===== src/logic/charger_monitor_consts.svh =====
// constants of the charger monitor: clock, time base, register map
// assumes inclusion by the package and the design modules only
`ifndef CHARGER_MONITOR_CONSTS_SVH
`define CHARGER_MONITOR_CONSTS_SVH

`define CM_CLK_HZ          64'd10000000
`define CM_MAX_CHARGE_S    64'd10800
`define CM_DEGLITCH_DIV    64'd220
`define CM_DETECT_DIV      64'd54000
`define CM_TIMER_W         32

`define CM_OFS_STATE       4'h0
`define CM_OFS_EVENTS      4'h4
`define CM_OFS_MASK        4'h8
`define CM_OFS_CTRL        4'hc

`define CM_EVT_COLD        0
`define CM_EVT_HOT         1
`define CM_EVT_DONE        2
`define CM_EVT_ABSENT      3
`define CM_EVT_OVERTIME    4
`define CM_EVT_W           5

`define CM_CTRL_ALLOW      0
`define CM_CTRL_RESET      8'h01
`define CM_MASK_RESET      8'h00
`define CM_SENSE_W         10
`define CM_SENSE_RESET     10'h200

`endif


===== src/logic/charger_monitor_pkg.sv =====
// types shared by the charger monitor modules
// assumes charger_monitor_consts.svh is on the include path
`include "charger_monitor_consts.svh"

package charger_monitor_pkg;

    // comparator results arriving on pins, msb first
    typedef struct packed {
        logic shutdownFloat;
        logic supplyLow;
        logic aboveCold;
        logic belowColdRelease;
        logic belowHot;
        logic aboveHotRelease;
        logic junctionHot;
        logic belowTermination;
        logic outBelowPrecharge;
        logic outAboveRecharge;
    } senseIn_t;

    // open-collector status pins, enable low while sinking
    typedef struct packed {
        logic aOut;
        logic aOeN;
        logic bOut;
        logic bOeN;
    } statusPins_t;

    typedef struct packed {
        logic chargeEnable;
        logic currentReduce;
        logic sinkDetect;
        logic sourceDetect;
        logic refEnable;
    } chargeCtl_t;

    typedef struct packed {
        logic [3:0] addr;
        logic [7:0] wdata;
        logic       write;
        logic       read;
    } regReq_t;

    typedef enum logic [3:0] {
        ST_SHUTDOWN,
        ST_STANDBY,
        ST_CHARGE,
        ST_DEGLITCH,
        ST_SINK,
        ST_SOURCE,
        ST_DONE,
        ST_ABSENT,
        ST_OVERTIME
    } supState_t;

endpackage


===== src/logic/charger_monitor.sv =====
// charger monitor: temperature window, thermal cutback, absence probe,
// status pins, shutdown and a small register file with interrupt
// assumes comparator results on pins and timer expiries on sys_clk
module charger_monitor
    import charger_monitor_pkg::*;
#(
    parameter longint unsigned MAX_CHARGE_CYCLES =
        `CM_MAX_CHARGE_S * `CM_CLK_HZ
) (
    input  logic                            sys_clk,
    input  logic                            rst,
    input  charger_monitor_pkg::senseIn_t   senseIn,
    input  logic                            maxChargeExpired,
    input  logic                            maxPrechargeExpired,
    input  charger_monitor_pkg::regReq_t    regReq,
    output logic [7:0]                      rdata,
    output logic                            irq,
    output charger_monitor_pkg::chargeCtl_t ctl,
    output charger_monitor_pkg::statusPins_t statusPins
);
    import charger_monitor_pkg::*;

    localparam longint unsigned DEGLITCH_CYCLES =
        MAX_CHARGE_CYCLES / `CM_DEGLITCH_DIV;
    localparam longint unsigned DETECT_CYCLES =
        MAX_CHARGE_CYCLES / `CM_DETECT_DIV;
    localparam logic [`CM_TIMER_W-1:0] DEGLITCH_LOAD =
        `CM_TIMER_W'(DEGLITCH_CYCLES);
    localparam logic [`CM_TIMER_W-1:0] DETECT_LOAD =
        `CM_TIMER_W'(DETECT_CYCLES);

    localparam bit TIME_BASE_OK =
        DETECT_CYCLES >= 64'd1 && DEGLITCH_CYCLES < 64'h1_0000_0000;
    if (!TIME_BASE_OK) begin : badTimeBase
        $error("charge time base gives an unusable interval");
    end

    senseIn_t                 sense;
    logic [`CM_SENSE_W-1:0]   senseBits;
    supState_t                state;
    supState_t                next_state;
    logic                     coldFault;
    logic                     hotFault;
    logic                     next_coldFault;
    logic                     next_hotFault;
    logic                     tempFault;
    logic                     timerStart;
    logic [`CM_TIMER_W-1:0]   timerLoad;
    logic                     timerDone;
    logic                     timeoutHit;
    chargeCtl_t               next_ctl;
    statusPins_t              next_statusPins;
    logic [1:0]               statusOn;
    logic [`CM_EVT_W-1:0]     events;
    logic [`CM_EVT_W-1:0]     next_events;
    logic [`CM_EVT_W-1:0]     evtSet;
    logic [`CM_EVT_W-1:0]     evtClear;
    logic [7:0]               mask;
    logic [7:0]               next_mask;
    logic [7:0]               ctrl;
    logic [7:0]               next_ctrl;
    logic [7:0]               next_rdata;
    logic                     next_irq;

    pin_sync #(
        .WIDTH       (`CM_SENSE_W),
        .RESET_VALUE (`CM_SENSE_RESET)
    ) senseSync (
        .sys_clk (sys_clk),
        .rst     (rst),
        .pinIn   (senseIn),
        .synced  (senseBits)
    );
    assign sense = senseIn_t'(senseBits);

    interval_timer #(
        .WIDTH (`CM_TIMER_W)
    ) probeTimer (
        .sys_clk   (sys_clk),
        .rst       (rst),
        .start     (timerStart),
        .loadValue (timerLoad),
        .done      (timerDone)
    );

    // charging covers the charge, deglitch, sink and source states
    function automatic logic isCharging(input supState_t s);
        return s == ST_CHARGE || s == ST_DEGLITCH ||
               s == ST_SINK || s == ST_SOURCE;
    endfunction

    // temperature window with hysteresis; shutdown clears both
    always_comb begin
        next_coldFault = sense.aboveCold |
                         (coldFault & ~sense.belowColdRelease);
        next_hotFault  = sense.belowHot |
                         (hotFault & ~sense.aboveHotRelease);
        if (sense.shutdownFloat) begin
            next_coldFault = 1'b0;
            next_hotFault  = 1'b0;
        end
    end
    assign tempFault  = coldFault | hotFault;
    assign timeoutHit = maxChargeExpired | maxPrechargeExpired;

    always_comb begin
        next_state = state;
        timerStart = 1'b0;
        timerLoad  = DETECT_LOAD;
        if (sense.shutdownFloat) begin
            next_state = ST_SHUTDOWN;
        end else if (sense.supplyLow) begin
            next_state = ST_STANDBY;
        end else begin
            case (state)
                ST_SHUTDOWN, ST_STANDBY: begin
                    next_state = ST_CHARGE;
                end
                ST_CHARGE: begin
                    if (timeoutHit) begin
                        next_state = ST_OVERTIME;
                    end else if (sense.belowTermination && !tempFault) begin
                        next_state = ST_DEGLITCH;
                        timerStart = 1'b1;
                        timerLoad  = DEGLITCH_LOAD;
                    end
                end
                ST_DEGLITCH: begin
                    if (timeoutHit) begin
                        next_state = ST_OVERTIME;
                    end else if (!sense.belowTermination) begin
                        next_state = ST_CHARGE;
                    end else if (timerDone) begin
                        next_state = ST_SINK;
                        timerStart = 1'b1;
                    end
                end
                ST_SINK: begin
                    if (timerDone) begin
                        // comparator level is the fixed 3 V one
                        if (sense.outBelowPrecharge) begin
                            next_state = ST_SOURCE;
                            timerStart = 1'b1;
                        end else begin
                            next_state = ST_DONE;
                        end
                    end
                end
                ST_SOURCE: begin
                    if (timerDone) begin
                        if (sense.outAboveRecharge) begin
                            next_state = ST_ABSENT;
                            timerStart = 1'b1;
                            timerLoad  = DEGLITCH_LOAD;
                        end else begin
                            next_state = ST_DONE;
                        end
                    end
                end
                ST_DONE: begin
                    if (!sense.outAboveRecharge) begin
                        next_state = ST_CHARGE;
                    end
                end
                ST_ABSENT: begin
                    // re-probe so an inserted pack is noticed
                    if (timerDone) begin
                        next_state = ST_SINK;
                        timerStart = 1'b1;
                    end
                end
                ST_OVERTIME: begin
                    next_state = ST_OVERTIME;
                end
                default: begin
                    next_state = ST_SHUTDOWN;
                end
            endcase
        end
    end

    // outputs follow the next state so they line up with the state register
    always_comb begin
        next_ctl.chargeEnable  = isCharging(next_state) &&
                                 next_state != ST_SINK &&
                                 next_state != ST_SOURCE &&
                                 !(next_coldFault || next_hotFault) &&
                                 ctrl[`CM_CTRL_ALLOW];
        next_ctl.currentReduce = sense.junctionHot &&
                                 !sense.shutdownFloat;
        next_ctl.sinkDetect    = next_state == ST_SINK;
        next_ctl.sourceDetect  = next_state == ST_SOURCE;
        next_ctl.refEnable     = next_state != ST_SHUTDOWN;
        case (next_state)
            ST_SHUTDOWN, ST_STANDBY: statusOn = 2'b00;
            ST_DONE: statusOn = (next_coldFault || next_hotFault) ?
                                2'b11 : 2'b01;
            ST_ABSENT, ST_OVERTIME: statusOn = 2'b11;
            default: statusOn = (next_coldFault || next_hotFault) ?
                                2'b11 : 2'b10;
        endcase
        // pins only ever sink or float, never drive high
        next_statusPins.aOut = 1'b0;
        next_statusPins.aOeN = ~statusOn[1];
        next_statusPins.bOut = 1'b0;
        next_statusPins.bOeN = ~statusOn[0];
    end

    // sticky events, write one to clear, a new event beats the clear
    always_comb begin
        evtSet                   = '0;
        evtSet[`CM_EVT_COLD]     = next_coldFault & ~coldFault;
        evtSet[`CM_EVT_HOT]      = next_hotFault & ~hotFault;
        evtSet[`CM_EVT_DONE]     = next_state == ST_DONE && state != ST_DONE;
        evtSet[`CM_EVT_ABSENT]   = next_state == ST_ABSENT &&
                                   state != ST_ABSENT;
        evtSet[`CM_EVT_OVERTIME] = next_state == ST_OVERTIME &&
                                   state != ST_OVERTIME;
        evtClear = '0;
        next_mask = mask;
        next_ctrl = ctrl;
        if (regReq.write) begin
            case (regReq.addr)
                `CM_OFS_EVENTS: evtClear = regReq.wdata[`CM_EVT_W-1:0];
                `CM_OFS_MASK:   next_mask = regReq.wdata;
                `CM_OFS_CTRL:   next_ctrl = regReq.wdata;
                default:        next_mask = mask;
            endcase
        end
        next_events = (events & ~evtClear) | evtSet;
        next_irq    = |(next_events & next_mask[`CM_EVT_W-1:0]);
        next_rdata  = 8'h00;
        if (regReq.read) begin
            case (regReq.addr)
                `CM_OFS_STATE:  next_rdata = {coldFault, hotFault,
                                              ctl.currentReduce, 1'b0,
                                              state};
                `CM_OFS_EVENTS: next_rdata = {3'h0, events};
                `CM_OFS_MASK:   next_rdata = mask;
                `CM_OFS_CTRL:   next_rdata = ctrl;
                default:        next_rdata = 8'h00;
            endcase
        end
    end

    always_ff @(posedge sys_clk) begin
        if (rst) begin
            state      <= ST_SHUTDOWN;
            coldFault  <= 1'b0;
            hotFault   <= 1'b0;
            ctl        <= '0;
            statusPins <= 4'h5;
            events     <= '0;
            mask       <= `CM_MASK_RESET;
            ctrl       <= `CM_CTRL_RESET;
            rdata      <= 8'h00;
            irq        <= 1'b0;
        end else begin
            state      <= next_state;
            coldFault  <= next_coldFault;
            hotFault   <= next_hotFault;
            ctl        <= next_ctl;
            statusPins <= next_statusPins;
            events     <= next_events;
            mask       <= next_mask;
            ctrl       <= next_ctrl;
            rdata      <= next_rdata;
            irq        <= next_irq;
        end
    end
endmodule


===== src/logic/interval_timer.sv =====
// down counter giving one pulse a programmed number of cycles after start
// assumes loadValue of at least one; start restarts a running count
module interval_timer #(
    parameter int WIDTH = 32
) (
    input  logic              sys_clk,
    input  logic              rst,
    input  logic              start,
    input  logic [WIDTH-1:0]  loadValue,
    output logic              done
);
    logic [WIDTH-1:0] remaining;
    logic [WIDTH-1:0] next_remaining;
    logic             next_done;

    if (WIDTH < 2) begin : badWidth
        $error("interval_timer needs at least two bits");
    end

    always_comb begin
        next_remaining = remaining;
        next_done      = 1'b0;
        if (start) begin
            next_remaining = loadValue;
        end else if (remaining != '0) begin
            next_remaining = remaining - 1'b1;
            next_done      = (remaining == WIDTH'(1));
        end
    end

    always_ff @(posedge sys_clk) begin
        if (rst) begin
            remaining <= '0;
            done      <= 1'b0;
        end else begin
            remaining <= next_remaining;
            done      <= next_done;
        end
    end
endmodule


===== src/logic/pin_sync.sv =====
// three-stage synchroniser for asynchronous comparator pins
// assumes pins may change at any time relative to sys_clk
module pin_sync #(
    parameter int                 WIDTH       = 1,
    parameter logic [WIDTH-1:0]   RESET_VALUE = '0
) (
    input  logic              sys_clk,
    input  logic              rst,
    input  logic [WIDTH-1:0]  pinIn,
    output logic [WIDTH-1:0]  synced
);
    logic [WIDTH-1:0] stage1;
    logic [WIDTH-1:0] stage2;
    logic [WIDTH-1:0] stage3;
    logic [WIDTH-1:0] next_synced;

    if (WIDTH < 1) begin : badWidth
        $error("pin_sync needs at least one bit");
    end

    // a bit only moves once stages two and three agree
    for (genvar i = 0; i < WIDTH; i++) begin : perBit
        always_comb begin
            next_synced[i] = synced[i];
            if (stage2[i] == stage3[i]) begin
                next_synced[i] = stage3[i];
            end
        end
    end

    always_ff @(posedge sys_clk) begin
        if (rst) begin
            stage1 <= RESET_VALUE;
            stage2 <= RESET_VALUE;
            stage3 <= RESET_VALUE;
            synced <= RESET_VALUE;
        end else begin
            stage1 <= pinIn;
            stage2 <= stage1;
            stage3 <= stage2;
            synced <= next_synced;
        end
    end
endmodule

===== config.mk =====
export PLATFORM = sky130hd
export DESIGN_NAME = charger_monitor
export DESIGN_NICKNAME = d
export VERILOG_FILES = /design/src/logic/charger_monitor_pkg.sv /design/src/logic/charger_monitor.sv /design/src/logic/interval_timer.sv /design/src/logic/pin_sync.sv
export VERILOG_INCLUDE_DIRS = /design/src /design/src/logic
export SDC_FILE = /design/constraint.sdc
export NUM_CORES = 1
export LEC_CHECK = 0
export BUFFER_PORTS_ARGS = -buffer_cell sky130_fd_sc_hd__buf_2
export CORE_ASPECT_RATIO = 0.6
export CORE_MARGIN = 8
export CORE_UTILIZATION = 58
export DETAILED_ROUTE_END_ITERATION = 16
export PLACE_DENSITY = 0.78
export RECOVER_POWER = 25
export SLEW_MARGIN = 20
export SYNTH_ARGS = -nofsm -noshare
export SYNTH_HDL_FRONTEND = slang
export SYNTH_SLANG_ARGS = --single-unit
export TNS_END_PERCENT = 5

===== constraint.sdc =====
create_clock -name sys_clk -period 3.25 [get_ports sys_clk]
set_clock_uncertainty 0.1 [all_clocks]
set_input_delay 0.325 -clock sys_clk [delete_from_list [all_inputs] [get_ports sys_clk]]
set_output_delay 0.325 -clock sys_clk [all_outputs]
set_load 0.03 [all_outputs]

==> metrics.yaml, run 1 <==
viasPerCell: 5.82
period_needed_ns: 2.84
fmax_mhz: 352
p_clk_frac: 0.370
post_cts_buffers: 0
r2r_end: "probeTimer.remaining[24]$_SDFFE_PP0P_"
yosys_warnings: 0
crit_slowest_cell: "or4_4"
grtUsageTotal: 0.205
drv_slew: 0
critPathBufInv: 0
r2r.worst_path.cells: 5
antenna_cells: 0
grt_max_degree: 75
clk_path_buf_depth: 2
combPwrFrac: 0.296
rows: 25
cts_tree: "yes"
cp_max_fo: 11
switching_share: 0.332
ant_nets: 0
die_area_um2: 11600
hold_path_end: "senseSync.stage1[0]$_SDFF_PP0_"
outcome: "completed"
yosysSeqAreaShare: 0.481
clkTransAtPathRegs_ns: 0.06
rsz0062_at_grt: "no"
start_kind: "flip-flop"
clock_sinks: 116
die_h_um: 86.7
required_ns: 3.39
hold_class: "input port to flip-flop"
drive_above_1_share: 0.164
leakagePower_nw: 2.26
final_nets: 616
synth_edf_count: 0
dp_hpwl_um: 7610
place_congestion: 0.923
path_cells: "nor4_1 > nand3_1 > or4_4 > o31ai_4 > a211oi_1"
grt_pass1_wl_um: 19000
internal-power_w: 0.00356
hold_ws_ns: 0.0181
layout_commonest_cell: "dfxtp_1"
final_cell_mix: "dfxtp_1 (116), nor2_1 (71), a21oi_1 (44)"
clk_root_buffer_cell: "clkbuf_16"
min-delay-start: "senseIn[0]"
ctsHtreeMaxLevel: 4
post_drt_wl_per_cell_um: 16.1
initial_utilization: 0.605
path_class: "flip-flop to flip-flop"
setup_viol: 0
timing.final.hold_violations: 0
wirelength_um: 11400
ys_seq_elements: 116
net-switching-power_w: 0.00177
cts_made_buffers: 17
netlist_area_um2: 4830
cp_slowest_stage_delay_ns: 0.66
boundaryPins: 46
critPathTopFamily: "simple AND/OR/NAND/NOR gates"
die_w_um: 134
portBuffers: 43
tns_ns: 0
cp.arrival_ns: 2.98
synth_cell_types: 64
timing.reg2reg.setup_slack_ns: 0.41
drt_first_pass_iters: 5
grt_pass1_vias: 3941
min_delay_path_depth: 2
area_growth_pct: 19.0
slew_headroom: 0.0722
drt-initial-drc-count: 479
coreArea_um2: 7980
drc: 0
syn-instance-count: 543
clk_latency_ns: 0.41
max_slew.worst_pin.slew_ns: 1.39
grt_overflow: 0
worstSetupEndpointType: "flip-flop"
routed-via-count: 4112
async_flop_share: 0
n_fill_cell: 603
peakVddDrop_v: 0.000433
synth_ff_type: "dfxtp_1"
p_per_area_nw_per_um2: 928
antenna_found_initial: 0
seqPwrFrac: 0.334
min_period_over_period: 0.874
max_cap_viol_count: 0
r2r_start: "probeTimer.remaining[6]$_SDFFE_PP0P_"
syn_avg_cell_area_um2: 8.89
==> final cells by class <==
cell class	instances	area, um^2	share of cell area
Clock buffer	18	429	0.0747
Clock inverter	14	201	0.0351
Inverter	15	56.3	0.00980
Multi-Input combinational cell	386	2330	0.406
Sequential cell	116	2320	0.404
Tap cell	108	135	0.0235
Timing Repair Buffer	50	268	0.0466
==> power by group through the flow <==
stage                     clock [W]  combinational, W  sequential (W)
after floorplan                   0           0.00125         0.00176
after global placement            0           0.00147         0.00179
after detailed placement          0           0.00152         0.00180
after CTS                   0.00200           0.00155         0.00177
after global routing        0.00207           0.00173         0.00180
final                       0.00197           0.00158         0.00178
==> what timing repair did <==
action	CTS	global route
resized for setup	0	0
hold endpoints to repair	1	0
hold buffers	1	0
==> cell families after synthesis <==
family          share of synthesized area
compound gates                      0.146
xor+xnor                           0.0453
fa+ha+maj                         0.00518
buf+inv                            0.0368
flops                               0.481
mux                                0.0358
other cells                      0.000776
simple gates                        0.250
==> synthesized netlist by cell type (all sizes together), types with 10 or more instances <==
cell,count,area (um^2)
nor3,13,65.1
nand2,37,141
clkbuf,17,63.8
nor2b,30,188
o21ai,23,115
a21oi,44,220
a31oi,11,68.8
dfxtp,116,2320
mux2i,15,150
nor2,71,267
nand3,15,75.1
xnor2,17,149
buf,10,57.6
inv,15,56.3
nor4,18,146
==> metal layers <==
metal  global-route usage  wire (um)  up-vias
met5                    0          0        -
met1                0.266       5140     1876
met3               0.0785       1240       18
met2                0.297       4840      221
li1                     -          -     1997
met4               0.0871        197        0
==> metrics by stage <==
stage | util | power (W) | std cells | area (um^2) | setup WS [ns]
after floorplan | - | 0.00301 | 544 | 4830 | 0.850
after global placement | 0.640 | 0.00326 | 674 | 5110 | 0.646
after detailed placement | 0.640 | 0.00332 | 674 | 5110 | 0.503
after CTS | 0.721 | 0.00532 | 707 | 5750 | 0.487
after global routing | 0.720 | 0.00560 | 707 | 5750 | 0.289
final | 0.720 | 0.00533 | 707 | 5750 | 0.410
==> state kept, by name, indices dropped and copies added (netlist names), 5 cells and up <==
signal and cells:
senseSync.synced 10, senseSync.stage3 10, rdata 8, senseSync.stage2 10
mask 8, probeTimer.remaining 32, ctl 5, events 5
ctrl 8, senseSync.stage1 10
==> worst max path at each step <==
stage / to / start / depth (start not counted) / slack [ns]
4_1_cts: probeTimer.remaining[24]$_SDFFE_PP0P_ / probeTimer.remaining[6]$_SDFFE_PP0P_ / 5 / 0.49
5_1_grt: probeTimer.done$_SDFF_PP0_ / state[3]$_SDFF_PP0_ / 7 / 0.29
3_3_place_gp: irq$_SDFF_PP0_ / state[2]$_SDFF_PP0_ / 6 / 0.65
6_report: probeTimer.remaining[24]$_SDFFE_PP0P_ / probeTimer.remaining[6]$_SDFFE_PP0P_ / 5 / 0.41
2_1_floorplan: probeTimer.remaining[2]$_SDFFE_PP0P_ / probeTimer.remaining[27]$_SDFFE_PP0P_ / 7 / 0.85
3_5_place_dp: probeTimer.remaining[24]$_SDFFE_PP0P_ / probeTimer.remaining[6]$_SDFFE_PP0P_ / 5 / 0.50
No activity file was read; power rests on OpenSTA's default activity.
==> run 2: changes to the inputs <==
--- a/config.mk
+++ b/config.mk
@@ -6,12 +6,13 @@
 export SDC_FILE = /design/constraint.sdc
 export NUM_CORES = 1
 export LEC_CHECK = 0
+export ABC_AREA = 1
 export BUFFER_PORTS_ARGS = -buffer_cell sky130_fd_sc_hd__buf_2
 export CORE_ASPECT_RATIO = 0.6
 export CORE_MARGIN = 8
-export CORE_UTILIZATION = 58
+export CORE_UTILIZATION = 59
 export DETAILED_ROUTE_END_ITERATION = 16
-export PLACE_DENSITY = 0.78
+export PLACE_DENSITY = 0.79
 export RECOVER_POWER = 25
 export SLEW_MARGIN = 20
 export SYNTH_ARGS = -nofsm -noshare
==> run 2 against run 1 <==
  * Non-clock buffer count decreased by 5
  * Final cell count increased by 21%
  * Total power increased by 7.8%
  * Combinational power increased by 25%
  * Area after synthesis increased by 5.1%
  * Synthesized cell count increased by 26%
  * Critical path depth increased by 8
  * Clock power about the same
  * Final area increased by 3.9%
  * Sequential power increased by 3%
  * Via count increased by 14%
  * Critical endpoint is now probeTimer.remaining[5]$_SDFFE_PP0P_
==> metrics.yaml, run 2 <==
portBuffers: 43  # unchanged
routed-via-count: 4678  # +14%
largest_register_ffs: 32  # unchanged
drv_slew: 0  # unchanged
syn-instance-count: 685  # +26%
yosysSeqAreaShare: 0.458  # -0.0232
final_core_util: 0.709  # -0.0115
coreArea_um2: 8430  # +5.6%
final_nets: 763  # +24%
leakagePower_nw: 2.71  # +20%
layout_commonest_cell: "nor2_1"
async_flop_share: 0  # unchanged
initial_utilization: 0.602  # -0.00317
stdcell_count: 858  # +21%
largest-register: "probeTimer.remaining"
setup_viol: 0  # unchanged
clock_sinks: 116  # unchanged
fmax_mhz: 418  # +19%
peakVddDrop_v: 0.000593  # +37%
die_w_um: 136  # +1.4%
yosys_warnings: 0  # unchanged
cp.arrival_ns: 2.57  # -0.41 ns
yosysMostFrequentCell: "nor2_1"
p_per_area_nw_per_um2: 963  # +3.7%
grt_max_degree: 62  # -17%
boundaryPins: 46  # unchanged
worstSetupEndpointType: "flip-flop"
clk_latency_ns: 0.41  # about the same
clk_root_buffer_cell: "clkbuf_16"
viasPerCell: 5.45  # -6.3%
grt_pass1_vias: 4249  # +7.8%
post_cts_buffers: 0  # unchanged
grtUsageTotal: 0.236  # +0.0304
grt_overflow: 0  # unchanged
yosysTopAreaCellShare: 0.458  # -0.0232
ctsHtreeMaxLevel: 4  # unchanged
synth_ff_type: "dfxtp_1"
place_congestion: 0.998  # +8.2%
cts_tree: "yes"
drc: 0  # unchanged
cts_made_buffers: 17  # unchanged
r2r_start: "probeTimer.remaining[0]$_SDFFE_PP0P_"
drt-initial-drc-count: 504  # +5.2%
ys_seq_elements: 116  # unchanged
netlist_area_um2: 5070  # +5.1%
fin_area_um2: 5970  # +3.9%
post_drt_wl_per_cell_um: 15.9  # -1.3%
min_period_over_period: 0.736  # -0.138
syn_avg_cell_area_um2: 7.41  # -17%
path_class: "flip-flop to flip-flop"
period_needed_ns: 2.39  # -0.449 ns
final_cell_mix: "nor2_1 (126), dfxtp_1 (116), inv_1 (103)"
wirelength_um: 13700  # +20%
cp_max_fo: 12  # +1
start_kind: "flip-flop"
timing.final.hold_violations: 0  # unchanged
clkTransAtPathRegs_ns: 0.05  # about the same
synthTopCellsByCount: "nor2_1 (126), dfxtp_1 (116), inv_1 (103)"
drive_above_1_share: 0.142  # -0.0215
die_area_um2: 11900  # +2.8%
yosys.area.top_type: "dfxtp_1"
required_ns: 3.43  # +0.04 ns
grt_pass1_wl_um: 21600  # +14%
synthTopCellsByArea: "dfxtp_1 (46%), nor2_1 (9.3%), inv_1 (7.6%)"
tns_ns: 0  # unchanged
dpl.cell_count: 825  # +22%
rsz0062_at_grt: "no"
drt_first_pass_iters: 7  # +2
max_cap_viol_count: 0  # unchanged
area_growth_pct: 17.7
hold_class: "input port to flip-flop"
synth_edf_count: 0  # unchanged
synth_cell_types: 43  # -33%
max_slew.worst_pin.slew_ns: 1.19  # -0.199 ns
min-delay-start: "senseIn[0]"
ant_nets: 0  # unchanged
cp-startpoint: "probeTimer.remaining[0]$_SDFFE_PP0P_"
antenna_found_initial: 0  # unchanged
placed_cell_area_um2: 5340  # +4.6%
dp_hpwl_um: 10200  # +34%
die_h_um: 87.8  # +1.3%
slew_headroom: 0.205  # +0.133
antenna_cells: 0  # unchanged
cts_resized: 0  # unchanged
outcome: "completed"
clk_path_buf_depth: 2  # unchanged
rows: 26  # +4.0%
-- run 2: cell types whose count changed after synthesis, moves of 10 or more --
cell      change
nor2b_1      -30
inv_1        +88
a211oi_1     +10
mux2i_1      -15
nand3_1      +18
nor2_1       +55
nand2_1      +64
-- run 2: through the flow --
| stage | total power, W | hold WS (ns) | setup slack, ns |
|---|---|---|---|
| final | 0.00575 | 0.0190 | 0.859 |
| after global routing | 0.00607 | 0.0277 | 0.667 |
| after detailed placement | 0.00372 | 0.293 | 0.903 |
| after floorplan | 0.00320 | 0.288 | 1.30 |
| after CTS | 0.00567 | 0.000686 | 0.931 |
| after global placement | 0.00375 | 0.289 | 1.00 |
-- run 2: final timing paths --
kind,to,slack (ns),cells past startpoint
setup / recovery,probeTimer.remaining[5]$_SDFFE_PP0P_,0.86,13
hold / removal,senseSync.stage1[0]$_SDFF_PP0_,0.02,3
setup reg to reg,probeTimer.remaining[5]$_SDFFE_PP0P_,0.86,13
hold reg to reg,senseSync.stage2[4]$_SDFF_PP0_,0.30,2
-- run 2: layer usage --
metal | vias to the layer above | global-route usage | share of wire
met3 | 19 | 0.0951 | 0.13
met5 | - | 0 | 0
li1 | 2293 | - | -
met1 | 2131 | 0.327 | 0.48
met4 | 0 | 0.0862 | 0.013
met2 | 235 | 0.317 | 0.38
-- run 2: final cells by class --
type / count / area [um^2]
flip-flops and latches: 116 / 2320
repair buffers: 45 / 229
clock inverters: 8 / 121
inverters: 108 / 405
clock buffers: 24 / 502
fillers: 704 / 2450
multi-input cells: 445 / 2250
well taps: 112 / 140
-- run 2: where the power goes --
part           switching [W]  total (W)  internal [W]
sequential          0.000216    0.00184       0.00162
combinational        0.00133    0.00197      0.000643
clock               0.000635    0.00194       0.00130
-- run 2: kinds of logic after synthesis --
logic type      share of synthesized area
compound gates                      0.119
xor+xnor                           0.0362
fa+ha+maj                         0.00493
buf+inv                            0.0994
flops                               0.458
other cells                      0.000739
simple gates                        0.282
-- run 2: what timing repair did --
action / 4_1_cts / 5_1_grt
hold endpoints to repair: 0 / 1
hold buffers: 0 / 1
endpoints found under the setup margin: 0 / 0
-- run 2: critical path, cell delays in order (launching register included) --
cell and delay, ns:
dfxtp_1 0.32, inv_1 0.13, ha_1 0.31, nand3_2 0.18
nor2_2 0.23, nand2_1 0.07, inv_1 0.05, nand2_1 0.08
nor2_2 0.21, inv_2 0.14, nor2_4 0.12, inv_2 0.06
nand2_2 0.19, a21oi_1 0.08
